==> src/verilog/rfc_pkg.sv <==
// Constants, register map and shared types for the clock flag and update-control block.
// Assumes a single 20 MHz clock and a synchronous active-high reset standing for power-up.
//
// What this block does
// - At power-up, flag oscillator failure if enabled oscillator shows no activity in 5 ms.
// - Oscillator-fail flag persists across power cycles; only a host write may clear it.
// - Host clears oscillator-fail by writing zero; clear lands after the transfer time.
// - Power-fail flag clears on a flags read while the supply is no longer low, and at power-up.
// - While write-hold is one, host-visible time registers stop following the counters.
// - Write-hold falling after a time change copies registers into counters after transfer time.
// - Write-hold resets to zero at every power-up.
package rfc_pkg;

    localparam int CLK_HZ = 20_000_000;
    localparam int OSC_CHK_MS = 5;
    localparam int OSC_CHK_CYC = (OSC_CHK_MS * CLK_HZ + 999) / 1000;
    localparam int XFER_US = 40;
    localparam int XFER_CYC = (XFER_US * CLK_HZ + 999_999) / 1_000_000;
    localparam int SQ_HZ = 512;
    localparam int SQ_HALF_CYC = CLK_HZ / (2 * SQ_HZ);
    localparam int SYNC_LAT = 2;

    localparam int CHK_W = 17;
    localparam int SQ_W = 15;
    localparam int XFER_W = 12;
    localparam int TIME_W = 32;
    localparam int ADDR_W = 5;
    localparam int DATA_W = 32;
    localparam int BE_W = 4;

    // byte addresses of the registers
    localparam logic [ADDR_W-1:0] OFF_FLAGS = 5'h00;
    localparam logic [ADDR_W-1:0] OFF_TIME = 5'h04;
    localparam logic [ADDR_W-1:0] OFF_COUNT = 5'h08;
    localparam logic [ADDR_W-1:0] OFF_IRQ_STAT = 5'h0C;
    localparam logic [ADDR_W-1:0] OFF_IRQ_MASK = 5'h10;

    // fields of rtc_flags_control
    localparam int FB_RHOLD = 0;
    localparam int FB_WHOLD = 1;
    localparam int FB_CAL = 2;
    localparam int FB_OSC_FAIL = 4;
    localparam int FB_PWRF = 5;

    // interrupt status and mask bits
    localparam int IRQ_W = 3;
    localparam int IB_OSC_FAIL = 0;
    localparam int IB_PWRF = 1;
    localparam int IB_XFER = 2;

    // synchroniser lanes
    localparam int SY_W = 5;
    localparam int SY_TICK = 0;
    localparam int SY_PLOW = 1;
    localparam int SY_KEPT = 2;
    localparam int SY_RUN = 3;
    localparam int SY_EN = 4;

    typedef enum logic [1:0] {
        BOOT_LOAD,
        BOOT_CHECK,
        BOOT_RUN
    } rfc_boot_type;

endpackage

==> src/verilog/rfc_xfer_if.sv <==
// Handshake between the control logic and the transfer timer.
// Assumes both ends share one clock; start is only raised while the timer is idle.
`timescale 1ns/1ps
interface rfc_xfer_if;
    logic start;
    logic busy;
    logic done;

    modport ctl (
        output start,
        input busy,
        input done
    );

    modport tmr (
        input start,
        output busy,
        output done
    );
endinterface
==> src/verilog/rfc_top.sv <==
// Flag and update control of the real time clock, with an Avalon-MM register slave.
// Assumes oscillator, supply and tick inputs are asynchronous pins; rst_i is power-up.
`timescale 1ns/1ps
module rfc_top
    import rfc_pkg::*;
#(
    parameter int OSC_CHK = OSC_CHK_CYC,
    parameter int SQ_HALF = SQ_HALF_CYC
) (
    // clock and reset
    input wire logic clk_i,
    input wire logic rst_i,
    // avalon-mm slave
    input wire logic [ADDR_W-1:0] avs_address_i,
    input wire logic avs_read_i,
    input wire logic avs_write_i,
    input wire logic [DATA_W-1:0] avs_writedata_i,
    input wire logic [BE_W-1:0] avs_byteenable_i,
    output logic [DATA_W-1:0] avs_readdata_o,
    output logic avs_waitrequest_o,
    // oscillator and supply pins
    input wire logic osc_en_i,
    input wire logic osc_running_i,
    input wire logic osc_fail_kept_i,
    input wire logic power_low_i,
    input wire logic sec_tick_i,
    // outputs
    output logic int_o,
    output logic osc_fail_o
);

    typedef struct packed {
        logic [SY_W-1:0] s1;
        logic [SY_W-1:0] s2;
        logic tick_prev;
        logic plow_prev;
        rfc_boot_type boot;
        logic [CHK_W-1:0] chk_cnt;
        logic seen_run;
        logic osc_fail_flag;
        logic power_fail_flag;
        logic rhold;
        logic whold;
        logic cal;
        logic time_chg;
        logic copy_pend;
        logic clr_pend;
        logic copy_arm;
        logic clr_arm;
        logic [TIME_W-1:0] hold_time;
        logic [TIME_W-1:0] count;
        logic [IRQ_W-1:0] irq_stat;
        logic [IRQ_W-1:0] irq_mask;
        logic [SQ_W-1:0] sq_cnt;
        logic sq;
        logic int_out;
        logic wait_q;
        logic [DATA_W-1:0] rdata;
    } rfc_state_type;

    localparam int XFER_LIM = XFER_CYC + 5;

    rfc_state_type q;
    rfc_state_type d;
    rfc_xfer_if xf ();

    logic req;
    logic acc;
    logic wr_acc;
    logic rd_acc;
    logic boot_fail;

    function automatic logic [TIME_W-1:0] merge_lanes(input logic [TIME_W-1:0] old_v,
        input logic [DATA_W-1:0] new_v, input logic [BE_W-1:0] be);
        logic [TIME_W-1:0] r;
        r = old_v;
        for (int i = 0; i < BE_W; i++) begin
            if (be[i]) begin
                r[i*8 +: 8] = new_v[i*8 +: 8];
            end
        end
        return r;
    endfunction

    function automatic logic [DATA_W-1:0] read_word(input rfc_state_type s,
        input logic [ADDR_W-1:0] a);
        logic [DATA_W-1:0] r;
        r = '0;
        case (a)
            OFF_FLAGS: begin
                r[FB_RHOLD] = s.rhold;
                r[FB_WHOLD] = s.whold;
                r[FB_CAL] = s.cal;
                r[FB_OSC_FAIL] = s.osc_fail_flag;
                r[FB_PWRF] = s.power_fail_flag;
            end
            OFF_TIME: r = s.hold_time;
            OFF_COUNT: r = s.count;
            OFF_IRQ_STAT: r[IRQ_W-1:0] = s.irq_stat;
            OFF_IRQ_MASK: r[IRQ_W-1:0] = s.irq_mask;
            default: r = '0;
        endcase
        return r;
    endfunction

    assign req = avs_read_i || avs_write_i;
    // a request is taken at the edge where waitrequest is seen low
    assign acc = req && !q.wait_q;
    assign wr_acc = acc && avs_write_i;
    assign rd_acc = acc && avs_read_i;
    // no new start while done is high, so arming never collides with applying
    assign xf.start = (q.copy_pend || q.clr_pend) && !xf.busy && !xf.done;
    // last cycle of the power-up window with an enabled but silent oscillator
    assign boot_fail = q.boot == BOOT_CHECK && q.chk_cnt == CHK_W'(OSC_CHK - 1)
        && q.s2[SY_EN] && !q.seen_run && !q.s2[SY_RUN];

    rfc_xfer u_xfer (
        .clk_i(clk_i),
        .rst_i(rst_i),
        .xf(xf)
    );

    always_comb begin
        d = q;
        d.s1 = {osc_en_i, osc_running_i, osc_fail_kept_i, power_low_i, sec_tick_i};
        d.s2 = q.s1;
        d.tick_prev = q.s2[SY_TICK];
        d.plow_prev = q.s2[SY_PLOW];

        // one wait cycle, then a single low cycle per request
        d.wait_q = !(req && q.wait_q);
        if (req && q.wait_q) begin
            d.rdata = read_word(q, avs_address_i);
        end

        // free-running seconds counter
        if (q.s2[SY_TICK] && !q.tick_prev) begin
            d.count = q.count + 1'b1;
        end

        case (q.boot)
            BOOT_LOAD: begin
                // retained flag is sampled once its synchroniser has filled
                d.chk_cnt = q.chk_cnt + 1'b1;
                if (q.chk_cnt == CHK_W'(SYNC_LAT)) begin
                    d.osc_fail_flag = q.s2[SY_KEPT];
                    d.chk_cnt = '0;
                    d.boot = BOOT_CHECK;
                end
            end
            BOOT_CHECK: begin
                d.chk_cnt = q.chk_cnt + 1'b1;
                if (q.s2[SY_RUN]) begin
                    d.seen_run = 1'b1;
                end
                // the failure itself is raised with the other events below
                if (q.chk_cnt == CHK_W'(OSC_CHK - 1)) begin
                    d.boot = BOOT_RUN;
                end
            end
            BOOT_RUN: d.chk_cnt = q.chk_cnt;
            default: d.boot = BOOT_RUN;
        endcase

        // freeze while any hold or pending copy is in force
        if (!q.whold && !q.rhold && !q.copy_pend && !q.copy_arm) begin
            d.hold_time = q.count;
        end

        if (xf.start) begin
            d.copy_arm = q.copy_pend;
            d.clr_arm = q.clr_pend;
            d.copy_pend = 1'b0;
            d.clr_pend = 1'b0;
        end
        if (xf.done) begin
            if (q.copy_arm) begin
                d.count = q.hold_time;
            end
            if (q.clr_arm) begin
                d.osc_fail_flag = 1'b0;
            end
            d.copy_arm = 1'b0;
            d.clr_arm = 1'b0;
            d.irq_stat[IB_XFER] = 1'b1;
        end

        if (wr_acc && avs_address_i == OFF_FLAGS && avs_byteenable_i[0]) begin
            d.rhold = avs_writedata_i[FB_RHOLD];
            d.whold = avs_writedata_i[FB_WHOLD];
            d.cal = avs_writedata_i[FB_CAL];
            if (q.whold && !avs_writedata_i[FB_WHOLD] && q.time_chg) begin
                d.copy_pend = 1'b1;
                d.time_chg = 1'b0;
            end
            // only a written zero acts; a written one is ignored
            if (q.osc_fail_flag && !avs_writedata_i[FB_OSC_FAIL]) begin
                d.clr_pend = 1'b1;
            end
        end
        // time writes only land while the registers are frozen
        if (wr_acc && avs_address_i == OFF_TIME && q.whold) begin
            d.hold_time = merge_lanes(q.hold_time, avs_writedata_i, avs_byteenable_i);
            d.time_chg = 1'b1;
        end
        if (wr_acc && avs_address_i == OFF_IRQ_MASK) begin
            d.irq_mask = avs_writedata_i[IRQ_W-1:0];
        end
        if (wr_acc && avs_address_i == OFF_IRQ_STAT) begin
            d.irq_stat = d.irq_stat & ~avs_writedata_i[IRQ_W-1:0];
        end

        // set wins over the read-clear
        if (rd_acc && avs_address_i == OFF_FLAGS) begin
            d.power_fail_flag = 1'b0;
        end
        if (q.s2[SY_PLOW]) begin
            d.power_fail_flag = 1'b1;
        end
        // events after the clear so that a coincident event is kept
        if (q.s2[SY_PLOW] && !q.plow_prev) begin
            d.irq_stat[IB_PWRF] = 1'b1;
        end
        if (xf.done) begin
            d.irq_stat[IB_XFER] = 1'b1;
        end
        // after the clears, so neither a host clear nor a W1C can lose it
        if (boot_fail) begin
            d.osc_fail_flag = 1'b1;
            d.irq_stat[IB_OSC_FAIL] = 1'b1;
        end

        if (!q.cal) begin
            d.sq_cnt = '0;
            d.sq = 1'b0;
        end else if (q.sq_cnt == SQ_W'(SQ_HALF - 1)) begin
            d.sq_cnt = '0;
            d.sq = !q.sq;
        end else begin
            d.sq_cnt = q.sq_cnt + 1'b1;
        end
        d.int_out = q.cal ? q.sq : |(q.irq_stat & q.irq_mask);
    end

    always_ff @(posedge clk_i) begin
        if (rst_i) begin
            // power-up clears holds, calibration and power-fail
            q <= '0;
            q.wait_q <= 1'b1;
        end else begin
            q <= d;
        end
    end

    assign avs_readdata_o = q.rdata;
    assign avs_waitrequest_o = q.wait_q;
    assign int_o = q.int_out;
    assign osc_fail_o = q.osc_fail_flag;

    powerup_clear_a: assert property (@(posedge clk_i) disable iff (rst_i)
        $past(rst_i) |-> !q.whold && !q.cal && !q.power_fail_flag && !q.rhold)
        else $error("control bits not cleared at power-up");

    pwr_read_clear_a: assert property (@(posedge clk_i) disable iff (rst_i)
        rd_acc && avs_address_i == OFF_FLAGS && !q.s2[SY_PLOW] |=> !q.power_fail_flag)
        else $error("power-fail not cleared by flags read");

    osc_flag_kept_a: assert property (@(posedge clk_i) disable iff (rst_i)
        q.boot == BOOT_RUN && q.osc_fail_flag && !(xf.done && q.clr_arm) |=> q.osc_fail_flag)
        else $error("oscillator-fail cleared without host");

    osc_clr_delay_a: assert property (@(posedge clk_i) disable iff (rst_i)
        wr_acc && avs_address_i == OFF_FLAGS && avs_byteenable_i[0]
        && !avs_writedata_i[FB_OSC_FAIL] && q.osc_fail_flag && q.boot == BOOT_RUN
        && !xf.busy && !xf.done && !q.copy_pend && !q.clr_pend
        |=> q.osc_fail_flag [*8] ##[1:XFER_LIM] !q.osc_fail_flag)
        else $error("oscillator-fail clear not applied after transfer time");

    osc_boot_set_a: assert property (@(posedge clk_i) disable iff (rst_i)
        q.boot == BOOT_CHECK && q.chk_cnt == CHK_W'(OSC_CHK - 1) && q.s2[SY_EN]
        && !q.seen_run && !q.s2[SY_RUN] |=> q.osc_fail_flag && q.irq_stat[IB_OSC_FAIL])
        else $error("oscillator failure not flagged at power-up");

    whold_freeze_a: assert property (@(posedge clk_i) disable iff (rst_i)
        q.whold && !(wr_acc && avs_address_i == OFF_TIME) |=> $stable(q.hold_time))
        else $error("time registers moved under write-hold");

    rhold_freeze_a: assert property (@(posedge clk_i) disable iff (rst_i)
        q.rhold && !q.whold |=> q.hold_time == $past(q.hold_time))
        else $error("holding registers moved under read-hold");

    copy_start_a: assert property (@(posedge clk_i) disable iff (rst_i)
        wr_acc && avs_address_i == OFF_FLAGS && avs_byteenable_i[0] && q.whold
        && !avs_writedata_i[FB_WHOLD] && q.time_chg |=> q.copy_pend || q.copy_arm)
        else $error("copy not requested after write-hold release");

    copy_apply_a: assert property (@(posedge clk_i) disable iff (rst_i)
        xf.done && q.copy_arm |=> q.count == $past(q.hold_time))
        else $error("counters not loaded from time registers");

    cal_square_a: assert property (@(posedge clk_i) disable iff (rst_i)
        q.cal |=> int_o == $past(q.sq))
        else $error("interrupt output not carrying calibration wave");

endmodule

==> src/verilog/rfc_xfer.sv <==
// Transfer timer: counts the rtc transfer time after each start and pulses done.
// Assumes start arrives only while busy and done are both low.
`timescale 1ns/1ps
module rfc_xfer
    import rfc_pkg::*;
(
    // clock and reset
    input wire logic clk_i,
    input wire logic rst_i,
    // handshake
    rfc_xfer_if.tmr xf
);

    typedef struct packed {
        logic busy;
        logic done;
        logic [XFER_W-1:0] cnt;
    } rfc_xfer_state_type;

    rfc_xfer_state_type q;
    rfc_xfer_state_type d;

    always_comb begin
        d = q;
        d.done = 1'b0;
        if (q.busy) begin
            if (q.cnt == '0) begin
                d.busy = 1'b0;
                d.done = 1'b1;
            end else begin
                d.cnt = q.cnt - 1'b1;
            end
        end else if (xf.start) begin
            d.busy = 1'b1;
            d.cnt = XFER_W'(XFER_CYC - 1);
        end
    end

    always_ff @(posedge clk_i) begin
        if (rst_i) begin
            q <= '0;
        end else begin
            q <= d;
        end
    end

    assign xf.busy = q.busy;
    assign xf.done = q.done;

    done_single_pulse_a: assert property (@(posedge clk_i) disable iff (rst_i)
        q.done |=> !q.done && !q.busy) else $error("transfer done longer than one cycle");

    busy_after_start_a: assert property (@(posedge clk_i) disable iff (rst_i)
        xf.start && !q.busy && !q.done |=> q.busy [*8]) else $error("transfer ended too early");

endmodule

==> config.mk <==
export PLATFORM = sky130hd
export DESIGN_NAME = rfc_top
export DESIGN_NICKNAME = d
export VERILOG_FILES = /design/src/verilog/rfc_pkg.sv /design/src/verilog/rfc_xfer_if.sv /design/src/verilog/rfc_top.sv /design/src/verilog/rfc_xfer.sv
export SDC_FILE = /design/constraint.sdc
export NUM_CORES = 1
export LEC_CHECK = 0
export BUFFER_PORTS_ARGS = -buffer_cell sky130_fd_sc_hd__buf_4
export CORE_ASPECT_RATIO = 2
export CORE_UTILIZATION = 60
export DETAILED_ROUTE_END_ITERATION = 10
export MAX_ROUTING_LAYER = met4
export PLACE_DENSITY = 0.81
export REMOVE_ABC_BUFFERS = 1
export SLEW_MARGIN = 30
export SYNTH_ARGS = -nofsm -noshare
export SYNTH_HDL_FRONTEND = slang
export SYNTH_SLANG_ARGS = --single-unit
==> constraint.sdc <==
create_clock -name clk_i -period 3.2 [get_ports clk_i]
set_clock_uncertainty 0.15 [all_clocks]
set_input_delay 0.16 -clock clk_i [delete_from_list [all_inputs] [get_ports clk_i]]
set_output_delay 0.16 -clock clk_i [all_outputs]
set_load 0.01 [all_outputs]
==> results of run 1 <==
==> kinds of logic (layout without fill, tap and decap cells) <==
logic type                 Yosys count  in the layout
AOI/OAI and AO/OA                  163            163
buffers and inverters              102            183
and+or+nand+nor                    387            387
adders and majority gates            6              6
xor gates and xnor gates            61             61
muxes                               36             36
DFF                                176            176
==> worst min path at each step <==
stage / depth (start not counted) / slack, ns / startpoint / to
5_1_grt: 3 / 0.01 / avs_writedata_i[31] / q[119]
4_1_cts: 3 / 0.004 / avs_writedata_i[31] / q[119]
3_3_place_gp: 2 / 0.22 / sec_tick_i / d[152]
3_5_place_dp: 2 / 0.23 / sec_tick_i / d[152]
6_report: 5 / 0.005 / avs_address_i[0] / q[55]
2_1_floorplan: 1 / 0.08 / rst_i / avs_readdata_o[4]
==> power groups by stage <==
stage	clock [mW]	combinational, mW	sequential [mW]
2_1_floorplan	0	0.131	2.33
3_3_place_gp	0	0.308	2.32
3_5_place_dp	0	0.312	2.32
4_1_cts	2.39	0.349	2.27
5_1_grt	2.47	0.384	2.28
6_report	2.38	0.350	2.27
==> final cells by class <==
cell class | instances | area, µm²
repair buffers | 135 | 1120
well taps | 152 | 190
multi-input cells | 653 | 4040
clock buffers | 22 | 474
clock inverters | 9 | 204
inverters | 17 | 63.8
fillers | 982 | 3460
flip-flops and latches | 176 | 3520
==> registers in the layout (all words and copies together) (netlist names) <==
signal / count
u_xfer.xf.busy: 1
u_xfer.xf.done: 1
avs_waitrequest_o: 1
osc_fail_o: 1
int_o: 1
d: 7
q: 120
avs_readdata_o: 32
u_xfer.q: 12
==> critical path, delay by kind of cell <==
family                 cells  cell delay (ns)
and+or+nand+nor            3             1.04
AOI/OAI and AO/OA          2             0.79
buffers and inverters      2             0.70
==> cell usage after synthesis, types with 3 or more instances <==
master,n,share of area [%]
a211oi_1,63,5.9
a21o_1,7,0.65
a21oi_1,24,1.5
a221oi_1,27,2.9
a222oi_1,4,0.50
a22o_1,3,0.33
a22oi_1,4,0.37
a311oi_1,3,0.33
a31oi_1,3,0.23
and3_1,11,0.85
and4_1,4,0.44
buf_2,4,0.25
buf_4,33,3.1
clkbuf_1,48,2.2
dfxtp_1,176,44
ha_1,6,0.93
inv_1,17,0.79
mux2i_1,36,4.5
nand2_1,35,1.6
nand2b_1,6,0.47
nand3_1,28,1.7
nand3b_1,4,0.37
nand4_1,27,2.1
nand4b_1,5,0.54
nor2_1,171,8.0
nor2b_1,18,1.4
nor3_1,49,3.0
nor3b_1,4,0.37
nor4_1,11,0.85
o21ai_0,16,0.99
or3_1,5,0.39
xnor2_1,18,2.0
xor2_1,43,4.7
==> stage by stage <==
step                      util [%]  std cells  instance area [µm²]
after floorplan                  -        846                 7600
after global placement        65.5       1096                 8560
after detailed placement      65.5       1096                 8560
after CTS                     73.5       1164                 9610
after global routing          73.5       1164                 9610
final                         73.5       1164                 9610
==> metal layers <==
metal	track usage [%]	routed length, µm	up-vias
li1	-	-	3434
met1	29.9	7530	3309
met2	53.3	10500	225
met3	5.17	842	56
met4	15.0	686	0
met5	-	0	-
==> repair_timing <==
action                                 CTS  global route
hold buffers                            37             0
endpoints found under the hold margin   45             0
gates resized for setup                  0             0
==> results.ini, run 1 <==
[outcome]
status = finished with violations
failed_checks = DRC

[die]
rows = 59
die_h_um = 166
coreArea_um2 = 13100
ios = 85
start_util_pct = 61.6
die-area_um2 = 13900
die_w_um = 83.9

[clocking]
cts_tree = yes
post_cts_buffers = 0
clock-sinks = 176
insertion_delay_ns = 0.43
cts_made_buffers = 17
clock_path_buffers = 2
root_buffer = clkbuf_16
h-tree-depth = 4
clk_pin_slew_worst_paths_ns = 0.06

[power]
power.density_nw_per_um2 = 521
p_switching_mw = 1.07
combPwrFrac_pct = 7.0
clockPowerShare_pct = 47.6
finalPower_mw = 5.01
swShare_pct = 21.5
p_leak_nw = 3.68
ir_drop_v = 0.000396
p_int_mw = 3.93
p_seq_share_pct = 45.4

[timing]
fmax_mhz = 397
finalSetupViolations = 0
relSlewSlack_pct = 45.8
fin_crit_ns = 2.52
worst_pin_slew_ns = 0.804
slew_violations = 0
fin_setup_tns_ns = 0
worst_slack_ns = 0.679
rsz0062_at_grt = false
whs_ns = 0.00485
hold_viol = 0
post-route-period-util_pct = 78.8

[finish]
n_antenna_cell = 0
syn_to_final_growth_pct = 19.3
final_layout_size_suffix_gt1_share_pct = 13.5
final_nets = 1056
final_common_cell = dfxtp_1
layout_common_cells = dfxtp_1 (176), nor2_1 (171), buf_4 (97), a211oi_1 (63), nor3_1 (49)

[routing]
wl_per_cell_um = 16.8
drc = 19
postRouteAntennaNets = 0
route.final.wire_length_mm = 19.6
first_pass_iters = 9
vias = 7024
drt_iter0_markers = 516
via_per_inst = 6.03

[critical_path]
endpoint = q[100]
cp_data_required_time_ns = 3.38
r2r-end = q[100]
reg2reg_depth = 5
crit_chain = dlygate4sd3_1 > buf_4 > nor4_1 > and4_2 > a21o_1 > nor2_1 > a211oi_1
end_kind = register
crit_start = avs_address_i[4]
start_kind = primary input
max_stage_delay_ns = 0.59
slowest_stage = and4_2
r2r-start = avs_waitrequest_o
cp.arrival_ns = 2.70
criticalPathCategory = primary input to register
reg2reg_slack_ns = 0.81
crit_fanout = 17

[global_routing]
antenna_found_initial = 0
grt_pass1_wl_mm = 32.4
overflow = 0
grt_pass1_vias = 6985
grt_max_degree = 63
grtUsageTotal_pct = 29.5

[yosys]
synth_compound_area_share_pct = 14.7
yosys_warnings = 0
synth.cell_area_um2 = 8050
yosys.area_share.simple_pct = 23.2
synth_edf_count = 0
synth-xor-area-share_pct = 6.64
synth_cell_type_count = 50
ys.flop_type = dfxtp_1
postSynthAreaPerCell_um2 = 8.65
syn_inst = 931
synth_top_family_by_area = simple AND/OR/NAND/NOR gates
synth-adder-area-share_pct = 0.932
synthArstFlopShare_pct = 0
ys_ff_latch = 176
synth_mux_area_share_pct = 4.48
yosysSeqAreaShare_pct = 43.8

[worst_hold_path]
hold_path.class = primary input to register

[placed_design]
place_congestion = 0.879
io_buffers = 84
dp_slack_ns = 0.904
dp_hpwl_mm = 12.9

[flow_run]
cap_violations = 0

(Power assumes the default switching activity.)
==> run 2, diff against run 1 <==
--- a/config.mk
+++ b/config.mk
@@ -7,10 +7,10 @@
 export LEC_CHECK = 0
 export BUFFER_PORTS_ARGS = -buffer_cell sky130_fd_sc_hd__buf_4
 export CORE_ASPECT_RATIO = 2
-export CORE_UTILIZATION = 60
+export CORE_UTILIZATION = 53
 export DETAILED_ROUTE_END_ITERATION = 10
 export MAX_ROUTING_LAYER = met4
-export PLACE_DENSITY = 0.81
+export PLACE_DENSITY = 0.76
 export REMOVE_ABC_BUFFERS = 1
 export SLEW_MARGIN = 30
 export SYNTH_ARGS = -nofsm -noshare
==> constraint.sdc (replaced) <==
create_clock -name clk_i -period 2.18 [get_ports clk_i]
set_clock_uncertainty 0.15 [all_clocks]
set_input_delay 0.109 -clock clk_i [delete_from_list [all_inputs] [get_ports clk_i]]
set_output_delay 0.109 -clock clk_i [all_outputs]
set_load 0.01 [all_outputs]
==> results.ini, run 2 (same netlist as run 1, synthesis figures left out) <==
[outcome]
status = complete, no violations

[routing]
wl_per_cell_um = 15.9  ; -5.5%
first_pass_iters = 5  ; -4
drc = 0  ; -19
vias = 7229  ; +2.9%
route.final.wire_length_mm = 19.9  ; +1.5%
postRouteAntennaNets = 0  ; unchanged
drt_iter0_markers = 344  ; -33%
via_per_inst = 5.78  ; -4.2%

[power]
ir_drop_v = 0.000515  ; +30%
p_seq_share_pct = 49.1  ; +3.7 points
clockPowerShare_pct = 42.7  ; -4.9 points
power.density_nw_per_um2 = 683  ; +31%
combPwrFrac_pct = 8.1  ; +1.1 points
p_switching_mw = 1.64  ; +53%
swShare_pct = 24.2  ; +2.8 points
finalPower_mw = 6.78  ; +35%
p_leak_nw = 3.85  ; +4.5%
p_int_mw = 5.14  ; +31%

[global_routing]
grt_max_degree = 63  ; unchanged
antenna_found_initial = 0  ; unchanged
overflow = 0  ; unchanged
grt_pass1_wl_mm = 32.3  ; -0.21%
grt_pass1_vias = 7009  ; +0.34%
grtUsageTotal_pct = 27.1  ; -2.4 points

[finish]
syn_to_final_growth_pct = 23.3
final_cells = 1250  ; +7.4%
layout_common_cells = dfxtp_1 (174), nor2_1 (170), buf_4 (127), a211oi_1 (63), nor3_1 (49)
final_nets = 1098  ; +4.0%
finish.utilization_pct = 67.0  ; -6.5 points
final_cell_area_um2 = 9930  ; +3.3%
final_common_cell = dfxtp_1
final_layout_size_suffix_gt1_share_pct = 16.7  ; +3.1 points
largest_reg_flops = 120  ; unchanged
n_antenna_cell = 0  ; unchanged
top_register = q

[placed_design]
post-place-cells = 1172  ; +6.9%
place_area_um2 = 8890  ; +3.9%
dp_slack_ns = 0.0116  ; -0.893 ns
place_congestion = 0.884  ; +0.56%
dp_hpwl_mm = 13.8  ; +6.8%
io_buffers = 84  ; unchanged

[die]
coreArea_um2 = 14800  ; +13%
start_util_pct = 54.3  ; -7.3 points
die-area_um2 = 15700  ; +13%
ios = 85  ; unchanged
die_h_um = 176  ; +6.3%
rows = 63  ; +6.8%
die_w_um = 89.2  ; +6.3%

[flow_run]
cap_violations = 0  ; unchanged

[timing]
worst_pin_slew_ns = 0.510  ; -0.294 ns
fin_setup_tns_ns = 0  ; unchanged
finalSetupViolations = 0  ; unchanged
fmax_mhz = 463
whs_ns = 0.0479  ; +0.0431 ns
post-route-period-util_pct = 99.1
worst_slack_ns = 0.0190  ; -0.660 ns
rsz0062_at_grt = true
relSlewSlack_pct = 65.7  ; +20 points
fin_crit_ns = 2.16
hold_viol = 0  ; unchanged
slew_violations = 0  ; unchanged

[critical_path]
max_stage_delay_ns = 0.53  ; -0.06 ns
start_kind = register
cp_data_required_time_ns = 2.39  ; -0.99 ns
criticalPathCategory = register to register
crit_chain = or4_4 > or4b_4 > o31a_1 > a21o_1 > a21oi_2
slowest_stage = or4_4
crit_fanout = 4  ; -13
cp.arrival_ns = 2.37  ; -0.33 ns
end_kind = register

[clocking]
cts_tree = yes
clock-sinks = 176  ; unchanged
h-tree-depth = 4  ; unchanged
insertion_delay_ns = 0.42  ; about the same
cts_made_buffers = 17  ; unchanged
clk_pin_slew_worst_paths_ns = 0.07  ; about the same
clock_path_buffers = 2  ; unchanged
root_buffer = clkbuf_16

[worst_hold_path]
hold_path.class = primary input to register

## run 2: path summary, 6_finish.rpt
check	from	endpoint	slack [ns]	cells after the start
max reg2reg	u_xfer.q[8]	u_xfer.q[0]	0.02	5
min reg2reg	d[153]	d[150]	0.29	1
max	u_xfer.q[8]	u_xfer.q[0]	0.02	5
min	avs_byteenable_i[3]	q[117]	0.05	4
## run 2: what timing repair did
action,in CTS,in global routing
resized for setup,0,4
hold buffers,46,0
setup endpoints to repair,0,5
setup buffers,0,0
endpoints found under the hold margin,56,0
## run 2: area by class of cell
type | instances | area (µm²)
Tap cell | 195 | 244
Inverter | 17 | 63.8
Fill cell | 1250 | 4890
Timing Repair Buffer | 177 | 1490
Clock buffer | 21 | 470
Clock inverter | 11 | 97.6
Multi-Input combinational cell | 653 | 4030
Sequential cell | 176 | 3530
## run 2: worst max-delay path, delay by kind of cell, from the launching register on
family,cells,cell delay (ns)
and+or+nand+nor,2,1.02
AOI/OAI and AO/OA,3,0.61
DFF,1,0.31
## run 2: power groups by stage
stage	Combinational, mW	Clock [mW]	Sequential [mW]
global route	0.605	3.09	3.34
finish	0.551	2.90	3.33
floorplan	0.193	0	3.41
detailed placement	0.487	0	3.40
global placement	0.479	0	3.40
CTS	0.550	2.94	3.33
## run 2: metal layers
layer  wire length (µm)  track usage, %  vias to the layer above  share of wire (%)
met2              11000            49.3                      193                 55
met4                801            14.7                        0                4.0
met1               7430            26.8                     3448                 37
met5                  0               -                        -                  0
li1                   -               -                     3527                  -
met3                622            3.74                       61                3.1
